===== src/inc/oemr_pkg.sv =====
// Package of offsets, field positions, reset values and mode codes for the output enable bank.
package oemr_pkg;
   localparam logic [7:0] DIFF_EN_OFS     = 8'hb0;
   localparam logic [7:0] SINGLE_EN_OFS   = 8'hb1;
   localparam logic [7:0] MODE_UPPER_OFS  = 8'hb2;
   localparam logic [7:0] MODE_LOWER_OFS  = 8'hb3;
   localparam logic [7:0] SRC_UPPER_OFS   = 8'hb4;

   localparam logic [7:0] DIFF_EN_RST     = 8'h55;
   localparam logic [7:0] SINGLE_EN_RST   = 8'h0f;
   localparam logic [7:0] MODE_UPPER_RST  = 8'h00;
   localparam logic [7:0] MODE_LOWER_RST  = 8'h00;
   localparam logic [7:0] SRC_UPPER_RST   = 8'h00;

   localparam logic [7:0] SINGLE_EN_MASK  = 8'h0f;
   localparam logic [7:0] MODE_MASK       = 8'h77;
   localparam int         MODE_LO_POS     = 0;
   localparam int         MODE_HI_POS     = 4;
   localparam int         MODE_W          = 3;

   localparam logic [2:0] MODE_OFF        = 3'h0;
   localparam logic [2:0] MODE_EVEN_ONLY  = 3'h1;
   localparam logic [2:0] MODE_ODD_ONLY   = 3'h2;
   localparam logic [2:0] MODE_BOTH       = 3'h3;
   localparam logic [2:0] MODE_COMPL      = 3'h4;
   localparam logic [2:0] MODE_HCSL       = 3'h5;
   localparam logic [2:0] MODE_PECL       = 3'h6;

   localparam logic [1:0] DRV_CMOS        = 2'h0;
   localparam logic [1:0] DRV_HCSL        = 2'h1;
   localparam logic [1:0] DRV_PECL        = 2'h2;
endpackage


===== src/hdl/oemr_output_enable_mode_regs.sv =====
// Output driver enable and mode register bank with its pin-control decode.
`timescale 1ns/1ps
`default_nettype none

// What this block does
// - Diff enable bit n drives pair n.
// - Single enable bits 3:0 enable outputs.
// - Mode 000 is off; 001..011 select single-ended outputs.
// - Mode 100 makes odd inverted even.
// - 101 is HCSL, 110 is PECL.
// - Lower register bits 6:4 control outputs 2,3.
// - Upper bits 2:0 control outputs 4,5.
// - Upper bits 6:4 control outputs 6,7.
// - Differential pair ignores odd source select.
module oemr_output_enable_mode_regs
(
   input  wire logic       clk,
   input  wire logic       sys_rst,
   input  wire logic       regWrEn,
   input  wire logic       regRdEn,
   input  wire logic [7:0] regAddr,
   input  wire logic [7:0] regWrData,
   output logic      [7:0] regRdData,
   output logic            regHit,
   output logic      [7:0] precisionDiffPairOe,
   output logic      [3:0] precisionSingleOutputOe,
   output logic      [7:0] configurableClockOutputOe,
   output logic      [7:0] configurableClockOutputInvert,
   output logic      [7:0] configurableClockOutputSrcIgnore,
   output logic      [7:0] configurableClockOutputDiff,
   output logic      [7:0] configurableClockOutputDrvType,
   output logic      [7:0] outputSourceSelectUpper
);

   // ****************************************
   // Register file
   // ****************************************
   logic [7:0] diffEn_r;
   logic [7:0] diffEn_nxt;
   logic [7:0] singleEn_r;
   logic [7:0] singleEn_nxt;
   logic [7:0] modeUpper_r;
   logic [7:0] modeUpper_nxt;
   logic [7:0] modeLower_r;
   logic [7:0] modeLower_nxt;
   logic [7:0] srcUpper_r;
   logic [7:0] srcUpper_nxt;
   // Reserved bits are stored as zero, so read-back needs no masking of its own.
   logic [7:0] rdData_nxt;

   always_comb
   begin
      diffEn_nxt    = diffEn_r;
      singleEn_nxt  = singleEn_r;
      modeUpper_nxt = modeUpper_r;
      modeLower_nxt = modeLower_r;
      srcUpper_nxt  = srcUpper_r;
      if (regWrEn)
      begin
         unique case (regAddr)
            oemr_pkg::DIFF_EN_OFS:    diffEn_nxt    = regWrData;
            oemr_pkg::SINGLE_EN_OFS:  singleEn_nxt  = regWrData & oemr_pkg::SINGLE_EN_MASK;
            oemr_pkg::MODE_UPPER_OFS: modeUpper_nxt = regWrData & oemr_pkg::MODE_MASK;
            oemr_pkg::MODE_LOWER_OFS: modeLower_nxt = regWrData & oemr_pkg::MODE_MASK;
            oemr_pkg::SRC_UPPER_OFS:  srcUpper_nxt  = regWrData;
            // Unmapped writes ignored.
            // A stray address leaves every register as it was, never a neighbour.
            default:                  diffEn_nxt    = diffEn_r;
         endcase
      end
      // Read data holds between reads, so a slow host may sample it late.
      rdData_nxt = regRdData;
      if (regRdEn)
      begin
         unique case (regAddr)
            oemr_pkg::DIFF_EN_OFS:    rdData_nxt = diffEn_r;
            oemr_pkg::SINGLE_EN_OFS:  rdData_nxt = singleEn_r;
            oemr_pkg::MODE_UPPER_OFS: rdData_nxt = modeUpper_r;
            oemr_pkg::MODE_LOWER_OFS: rdData_nxt = modeLower_r;
            oemr_pkg::SRC_UPPER_OFS:  rdData_nxt = srcUpper_r;
            default:                  rdData_nxt = 8'h00;
         endcase
      end
   end

   always_ff @(posedge clk)
   begin
      if (sys_rst)
      begin
         diffEn_r    <= oemr_pkg::DIFF_EN_RST;
         singleEn_r  <= oemr_pkg::SINGLE_EN_RST;
         modeUpper_r <= oemr_pkg::MODE_UPPER_RST;
         modeLower_r <= oemr_pkg::MODE_LOWER_RST;
         srcUpper_r  <= oemr_pkg::SRC_UPPER_RST;
         regRdData   <= 8'h00;
      end
      else
      begin
         diffEn_r    <= diffEn_nxt;
         singleEn_r  <= singleEn_nxt;
         modeUpper_r <= modeUpper_nxt;
         modeLower_r <= modeLower_nxt;
         srcUpper_r  <= srcUpper_nxt;
         regRdData   <= rdData_nxt;
      end
   end

   // ****************************************
   // Bus address decode
   // ****************************************
   // Combinational so the host sees the hit while it still drives the address.
   assign regHit = (regAddr >= oemr_pkg::DIFF_EN_OFS) && (regAddr <= oemr_pkg::SRC_UPPER_OFS);

   // ****************************************
   // Driver control decode
   // ****************************************
   // Outputs are decoded from registered state only, so pins never glitch on bus activity.
   logic [2:0] pairMode [4];
   logic [7:0] cfgOe_nxt;
   logic [7:0] cfgInv_nxt;
   logic [7:0] cfgDiff_nxt;
   logic [7:0] cfgDrv_nxt;
   logic [7:0] diffOe_nxt;
   logic [3:0] singleOe_nxt;
   logic [7:0] srcSel_nxt;

   always_comb
   begin
      diffOe_nxt   = diffEn_r;
      singleOe_nxt = singleEn_r[3:0];
      srcSel_nxt   = srcUpper_r;
      pairMode[0] = modeLower_r[oemr_pkg::MODE_LO_POS +: oemr_pkg::MODE_W];
      pairMode[1] = modeLower_r[oemr_pkg::MODE_HI_POS +: oemr_pkg::MODE_W];
      pairMode[2] = modeUpper_r[oemr_pkg::MODE_LO_POS +: oemr_pkg::MODE_W];
      pairMode[3] = modeUpper_r[oemr_pkg::MODE_HI_POS +: oemr_pkg::MODE_W];
      cfgOe_nxt   = 8'h00;
      cfgInv_nxt  = 8'h00;
      cfgDiff_nxt = 8'h00;
      cfgDrv_nxt  = 8'h00;
      // Each pair decodes on its own, so rewriting one field never disturbs another.
      for (int p = 0; p < 4; p++)
      begin
         unique case (pairMode[p])
            oemr_pkg::MODE_EVEN_ONLY: cfgOe_nxt[2*p]   = 1'b1;
            oemr_pkg::MODE_ODD_ONLY:  cfgOe_nxt[2*p+1] = 1'b1;
            oemr_pkg::MODE_BOTH:      cfgOe_nxt[2*p +: 2] = 2'h3;
            oemr_pkg::MODE_COMPL:
            begin
               cfgOe_nxt[2*p +: 2] = 2'h3;
               cfgInv_nxt[2*p+1]   = 1'b1;
            end
            oemr_pkg::MODE_HCSL:
            begin
               cfgOe_nxt[2*p +: 2]   = 2'h3;
               cfgInv_nxt[2*p+1]     = 1'b1;
               cfgDiff_nxt[2*p +: 2] = 2'h3;
               cfgDrv_nxt[2*p +: 2]  = oemr_pkg::DRV_HCSL;
            end
            oemr_pkg::MODE_PECL:
            begin
               cfgOe_nxt[2*p +: 2]   = 2'h3;
               cfgInv_nxt[2*p+1]     = 1'b1;
               cfgDiff_nxt[2*p +: 2] = 2'h3;
               cfgDrv_nxt[2*p +: 2]  = oemr_pkg::DRV_PECL;
            end
            // Undefined code disables.
            // Code 111 has no defined meaning, so parking the pair off is the safe choice.
            default:                  cfgOe_nxt[2*p +: 2] = 2'h0;
         endcase
      end
   end

   // ****************************************
   // Pin control registers
   // ****************************************
   // Drivers stay tristated while reset is held and take the default enables one edge later.
   always_ff @(posedge clk)
   begin
      if (sys_rst)
      begin
         precisionDiffPairOe              <= 8'h00;
         precisionSingleOutputOe          <= 4'h0;
         configurableClockOutputOe        <= 8'h00;
         configurableClockOutputInvert    <= 8'h00;
         configurableClockOutputSrcIgnore <= 8'h00;
         configurableClockOutputDiff      <= 8'h00;
         configurableClockOutputDrvType   <= 8'h00;
         outputSourceSelectUpper          <= 8'h00;
      end
      else
      begin
         precisionDiffPairOe              <= diffOe_nxt;
         precisionSingleOutputOe          <= singleOe_nxt;
         configurableClockOutputOe        <= cfgOe_nxt;
         configurableClockOutputInvert    <= cfgInv_nxt;
         configurableClockOutputSrcIgnore <= cfgInv_nxt;
         configurableClockOutputDiff      <= cfgDiff_nxt;
         configurableClockOutputDrvType   <= cfgDrv_nxt;
         // Source select is stored only; the clock mux itself sits outside this bank.
         outputSourceSelectUpper          <= srcSel_nxt;
      end
   end

endmodule

`default_nettype wire


===== config.mk =====
export PLATFORM = sky130hd
export DESIGN_NAME = oemr_output_enable_mode_regs
export DESIGN_NICKNAME = d
export VERILOG_FILES = /design/src/inc/oemr_pkg.sv /design/src/hdl/oemr_output_enable_mode_regs.sv
export SDC_FILE = /design/constraint.sdc
export NUM_CORES = 1
export LEC_CHECK = 0
export BUFFER_PORTS_ARGS = -buffer_cell sky130_fd_sc_hd__buf_2
export CORE_ASPECT_RATIO = 1.75
export CORE_MARGIN = 3
export CORE_UTILIZATION = 55
export CTS_CLUSTER_SIZE = 28
export DETAILED_ROUTE_END_ITERATION = 16
export GPL_TIMING_DRIVEN = 0
export PLACE_DENSITY = 0.84
export SLEW_MARGIN = 10
export SYNTH_ARGS = -nofsm -noshare
export SYNTH_HDL_FRONTEND = slang
export SYNTH_SLANG_ARGS = --single-unit

===== constraint.sdc =====
create_clock -name clk -period 1.6 [get_ports clk]
set_input_delay 0 -clock clk [delete_from_list [all_inputs] [get_ports clk]]
set_output_delay 0 -clock clk [all_outputs]
set_load 0.02 [all_outputs]

# Yosys cells after proc, flatten, opt, wreduce, memory -nomap -nowiden
# Cells that the tools add are included.
# totals
register_bits,92
input_bits,20
output_inout_bits,69
elab_cells,88
# classes
order_cmp,2
n_eq_ne,29
muxes,21
reduce_logical,22
# op_table
operator,count
"equality test 8 bit, second input constant",5
one-hot mux 8 bit (5 select lines),1
OR reduction 5 bit,8
"equality test 3 bit, second input constant",12
"equality test 3 x 2 -> 1 bit, second input constant",8
one-hot mux 2 bit (2 select lines),4
"equality test 3 x 1 -> 1 bit, second input constant",4
two-way mux 1 bit,12
OR reduction 3 bit,4
AND reduction 2 bit,5
">= comparator 8 bit, second input constant",1
"less-or-equal comparator 8 bit, second input constant",1
two-way mux 2 bit,4
OR reduction 2 bit,4
logical AND 1 bit,1

# Longest topological paths before layout
# logic_depth
ltp_word,3
ltp_mapped,7
mapped_depth_nobuf,4

# Worst setup path after synthesis
# No wires, ideal clock.
# synth_timing
path_kind,input-to-reg
from,input port regAddr[6]
to,register diffEn_r[0]
setup_time_ns,0.120
arrival_time_ns,0.975
required_ns,1.480
setup_slack_ns,0.505
stages,5
n_path_buf,2
cell_sequence,and4bb_1 > buf_6 > nand4_2 > buf_2 > a211o_1
# synth_via
elab_chain_cells,2
# synth_rtl
item,line_no,source
start: declaration,oemr_output_enable_mode_regs.sv:21,"input wire logic [7:0] regAddr,"
equality test 8 bit,oemr_output_enable_mode_regs.sv:60,unique case (regAddr)
AND reduction 2 bit (no line),--,
end signal: assignment,oemr_output_enable_mode_regs.sv:90,diffEn_r <= oemr_pkg::DIFF_EN_RST;
end signal: assignment,oemr_output_enable_mode_regs.sv:99,diffEn_r <= diffEn_nxt;
end: declaration,oemr_output_enable_mode_regs.sv:38,logic [7:0] diffEn_r;
# Every way passes these cells.
# A chain may end at the register's enable or synchronous reset.

# Worst setup path after layout
# layout_timing
from,register modeLower_r[2]
to,register regRdData[2]
# layout_via
elab_chain_cells,1
# layout_rtl
item,line_no,source
start: declaration,oemr_output_enable_mode_regs.sv:44,logic [7:0] modeLower_r;
start signal: assignment,oemr_output_enable_mode_regs.sv:93,modeLower_r <= oemr_pkg::MODE_LOWER_RST;
start signal: assignment,oemr_output_enable_mode_regs.sv:102,modeLower_r <= modeLower_nxt;
one-hot mux 8 bit (5 select lines),oemr_output_enable_mode_regs.sv:75,unique case (regAddr)
end signal: assignment,oemr_output_enable_mode_regs.sv:104,regRdData <= rdData_nxt;
end: declaration,oemr_output_enable_mode_regs.sv:23,"output logic [7:0] regRdData,"
# Every way passes these cells.

==> results by group <==
Status
  – Status: completed

Clock tree
  – CTS root buf: clkbuf_8
  – Reg clk slew, reported paths: 0.08 ns
  – Max clock buf depth: 2
  – Post_cts resized: 0
  – Number of clock sinks: 84
  – H-tree depth: 3
  – TritonCTS clock tree: built
  – Total CTS buffers: 9
  – Clk_lat worst skew: 0.35 ns

Timing
  – # setup viols final: 0
  – Achievable frequency: 0.801 GHz
  – Final min period: 1.25 ns
  – Slew Limit Fails: 0
  – Tcrit/Tclk final: 78.0%
  – Final Skew: 0.00731 ns
  – Final Hold Fails: 0
  – Setup TNS: 0 ns
  – RSZ-0062 raised after global routing: false
  – Slew at the pin closest to its max-slew limit: 0.542 ns
  – Worst rel slew slack: 63.9%

Floorplanning
  – Die height: 107 microns
  – Core Rows: 36
  – I/O Pins: 89
  – Die area: 0.00677 sq mm
  – Die Wd: 63.5 microns
  – Total core area: 0.00559 sq mm
  – Initial core utilization: 56.9%

Setup path
  – Buf/Inv on CP: 0
  – Slowest CP cell: dfxtp_1
  – Worst-path cell chain: mux2_2 > a32o_1 > a21oi_1 > o32ai_1
  – Crit path arrival time: 1.48 ns
  – CP Max Fanout: 6
  – Cell family with most CP delay: compound AO/OA/AOI/OAI gates
  – CP peak stage delay: 0.36 ns
  – Worst path required time: 1.83 ns
  – Startpoint Class: flip-flop
  – Critical path class: flip-flop to flip-flop
  – CP endpoint kind: flip-flop

Synth
  – Top-area cell type share of the netlist area: 52.9%
  – Synth Register Bits: 84
  – Post-synth top area cell: dfxtp_1
  – Yosys cell types: 36
  – Seq/Total Area, Yosys: 52.9%
  – Synthesized area per cell: 10.5 sq um
  – Warnings from Yosys: 0
  – Syn Std Cell Area: 0.00318 sq mm
  – Synth top area cells: dfxtp_1, mux2i_1, nor2b_1
  – Gate Count Post-Synth: 304

GRT
  – Overflow after GRT: 0
  – Antenna violations before repair: 0
  – Total GRT Usage: 22.6%
  – Vias in the first global route: 2501
  – First-pass GRT wire length: 11500 microns
  – Largest net degree at the start of global routing: 14

Detailed routing
  – Residual DRC count: 0
  – Routed WL: 7110 microns
  – Via count: 2534
  – DRT iter0 DRCs: 77
  – Wire length per cell: 14.5 microns
  – Remaining antenna violation count after routing: 0
  – Drt via density: 5.18
  – TritonRoute pass-1 iters: 4

Flow run
  – Number of max-cap violations: 0

Finish
  – Antenna Cells: 0
  – Core Util, Final: 71.5%
  – Layout cells sized above 1: 32.4%
  – Fillcell total: 448
  – Final nets: 428
  – Syn-to-layout area delta: 25.6%

Power and ir drop
  – PwrDens: 996 mW/mm^2
  – Sequential power share: 52.9%
  – Total power: 3.98 mW
  – NetSw: 0.858 mW
  – Leakage: 1.98 nW
  – Pint: 3.12 mW
  – Clk pwr share: 40.8%
  – Sw Ratio: 21.5%
  – Peak supply drop: 0.734 mV
  – Comb power frac: 6.3%

Placed design
  – IO buf count: 77
  – DP HPWL: 5220 microns
  – RePlAce Congestion: 0.966

Worst hold path
  – Worst hold path class: input port to flip-flop
routing by layer:
metal | vias up | part of all wire [%] | global-route usage [%]
met2 | 112 | 51 | 38.2
met4 | 0 | 5.2 | 19.2
met1 | 1169 | 36 | 22.8
li1 | 1226 | - | -
met5 | - | 0 | 0
met3 | 27 | 7.0 | 5.35
through the flow:
stage	area [sq um]	hold WS, ns	setup WS (ns)	cells
after floorplan	3210	0.120	0.505	311
after global placement	3690	0.249	0.265	464
after detailed placement	3690	0.269	0.235	464
after CTS	4000	0.0467	0.367	489
after global routing	4000	0.0707	0.298	489
final	4000	0.0770	0.352	489
worst reg2reg max path, delay by kind of cell, from the launching register on:
kind	cells	cell delay [ns]
AO/OA/AOI/OAI	3	0.47
multiplexers	1	0.29
flip-flops	1	0.36
power by group through the flow:
stage          registers, mW  logic (mW)  clock network (mW)
3_3_place_gp            2.15       0.228                   0
6_report                2.11       0.252                1.62
3_5_place_dp            2.15       0.232                   0
4_1_cts                 2.11       0.250                1.66
2_1_floorplan           2.17       0.139                   0
5_1_grt                 2.11       0.272                1.76
kinds of logic (layout without fill, tap and decap cells):
logic type             count (synthesis)  after routing  synth area share (%)
other                                  1              8                 0.118
buffers and inverters                 38            140                  7.24
and+or+nand+nor                      101            101                  18.5
DFF                                   84             84                  52.9
muxes                                 33             33                  10.7
AOI/OAI and AO/OA                     47             47                  10.6
Yosys cell counts:
| library cell | n |
|---|---|
| o21a_1 | 10 |
| or3b_1 | 1 |
| nand4_2 | 4 |
| inv_1 | 8 |
| nor2_1 | 34 |
| nor2b_1 | 26 |
| a211o_1 | 6 |
| a22oi_1 | 3 |
| a32oi_1 | 2 |
| and4bb_1 | 1 |
| a32o_1 | 4 |
| buf_2 | 4 |
| mux2i_1 | 25 |
| buf_6 | 3 |
| conb_1 | 1 |
| and2_1 | 2 |
| nor2_2 | 1 |
| or3_1 | 2 |
| or2_2 | 5 |
| nand4b_1 | 1 |
| o21ai_1 | 3 |
| nand4_1 | 1 |
| a31oi_1 | 7 |
| and3_1 | 1 |
| nor3b_1 | 8 |
| mux2_2 | 8 |
| nand2_1 | 4 |
| a21oi_1 | 9 |
| o32ai_1 | 3 |
| clkbuf_1 | 7 |
| dfxtp_1 | 84 |
| nor2b_2 | 1 |
| nand3_2 | 1 |
| buf_4 | 16 |
| nor3_1 | 2 |
| nand2b_1 | 6 |
area by class of cell:
cell class	count	area [sq um]	share of cell area [%]
timing repair buffer	86	475	11.9
clock buffer	12	145	3.63
multi-input combinational	189	1290	32.4
buffer	30	200	5.01
tap	76	95.1	2.38
clock inverter	4	72.6	1.82
sequential	84	1680	42.1
inverter	8	30.0	0.752
flip-flops by register name, summed over array words and instances, names as in the netlist:
register / count
configurableClockOutputDiff: 4
configurableClockOutputDrvType: 8
configurableClockOutputOe: 8
configurableClockOutputSrcIgnore: 4
diffEn_r: 8
modeLower_r: 6
modeUpper_r: 6
outputSourceSelectUpper: 8
precisionDiffPairOe: 8
precisionSingleOutputOe: 4
regRdData: 8
singleEn_r: 4
srcSel_nxt: 8
worst paths after layout:
path | from | end | slack (ns) | cells past startpoint
max reg2reg | modeLower_r[2] | regRdData[2] | 0.35 | 4
min reg2reg | regRdData[6] | regRdData[6] | 0.46 | 2
min | sys_rst | configurableClockOutputSrcIgnore[3] | 0.08 | 3
max | modeLower_r[2] | regRdData[2] | 0.35 | 4
cell usage in the layout, fill, tap and decap left out, types with 4 or more instances in the layout:
master,Yosys,layout
dlygate4sd3_1,0,9
inv_1,8,8
clkbuf_8,0,10
nand4_2,4,4
nand2_1,4,4
clkbuf_1,7,9
o21a_1,10,10
mux2_2,8,8
buf_2,4,81
nor2_1,34,34
nor3b_1,8,8
a32o_1,4,4
buf_4,16,16
a211o_1,6,6
mux2i_1,25,25
or2_2,5,5
conb_1,1,8
a31oi_1,7,7
a21oi_1,9,9
nor2b_1,26,26
nand2b_1,6,6
dfxtp_1,84,84
repair_timing:
action | in CTS | in global routing
endpoints found under the hold margin | 30 | 0
hold buffers | 9 | 0
buffers inserted | 0 | 0
Power figures use the tool's default switching activity.
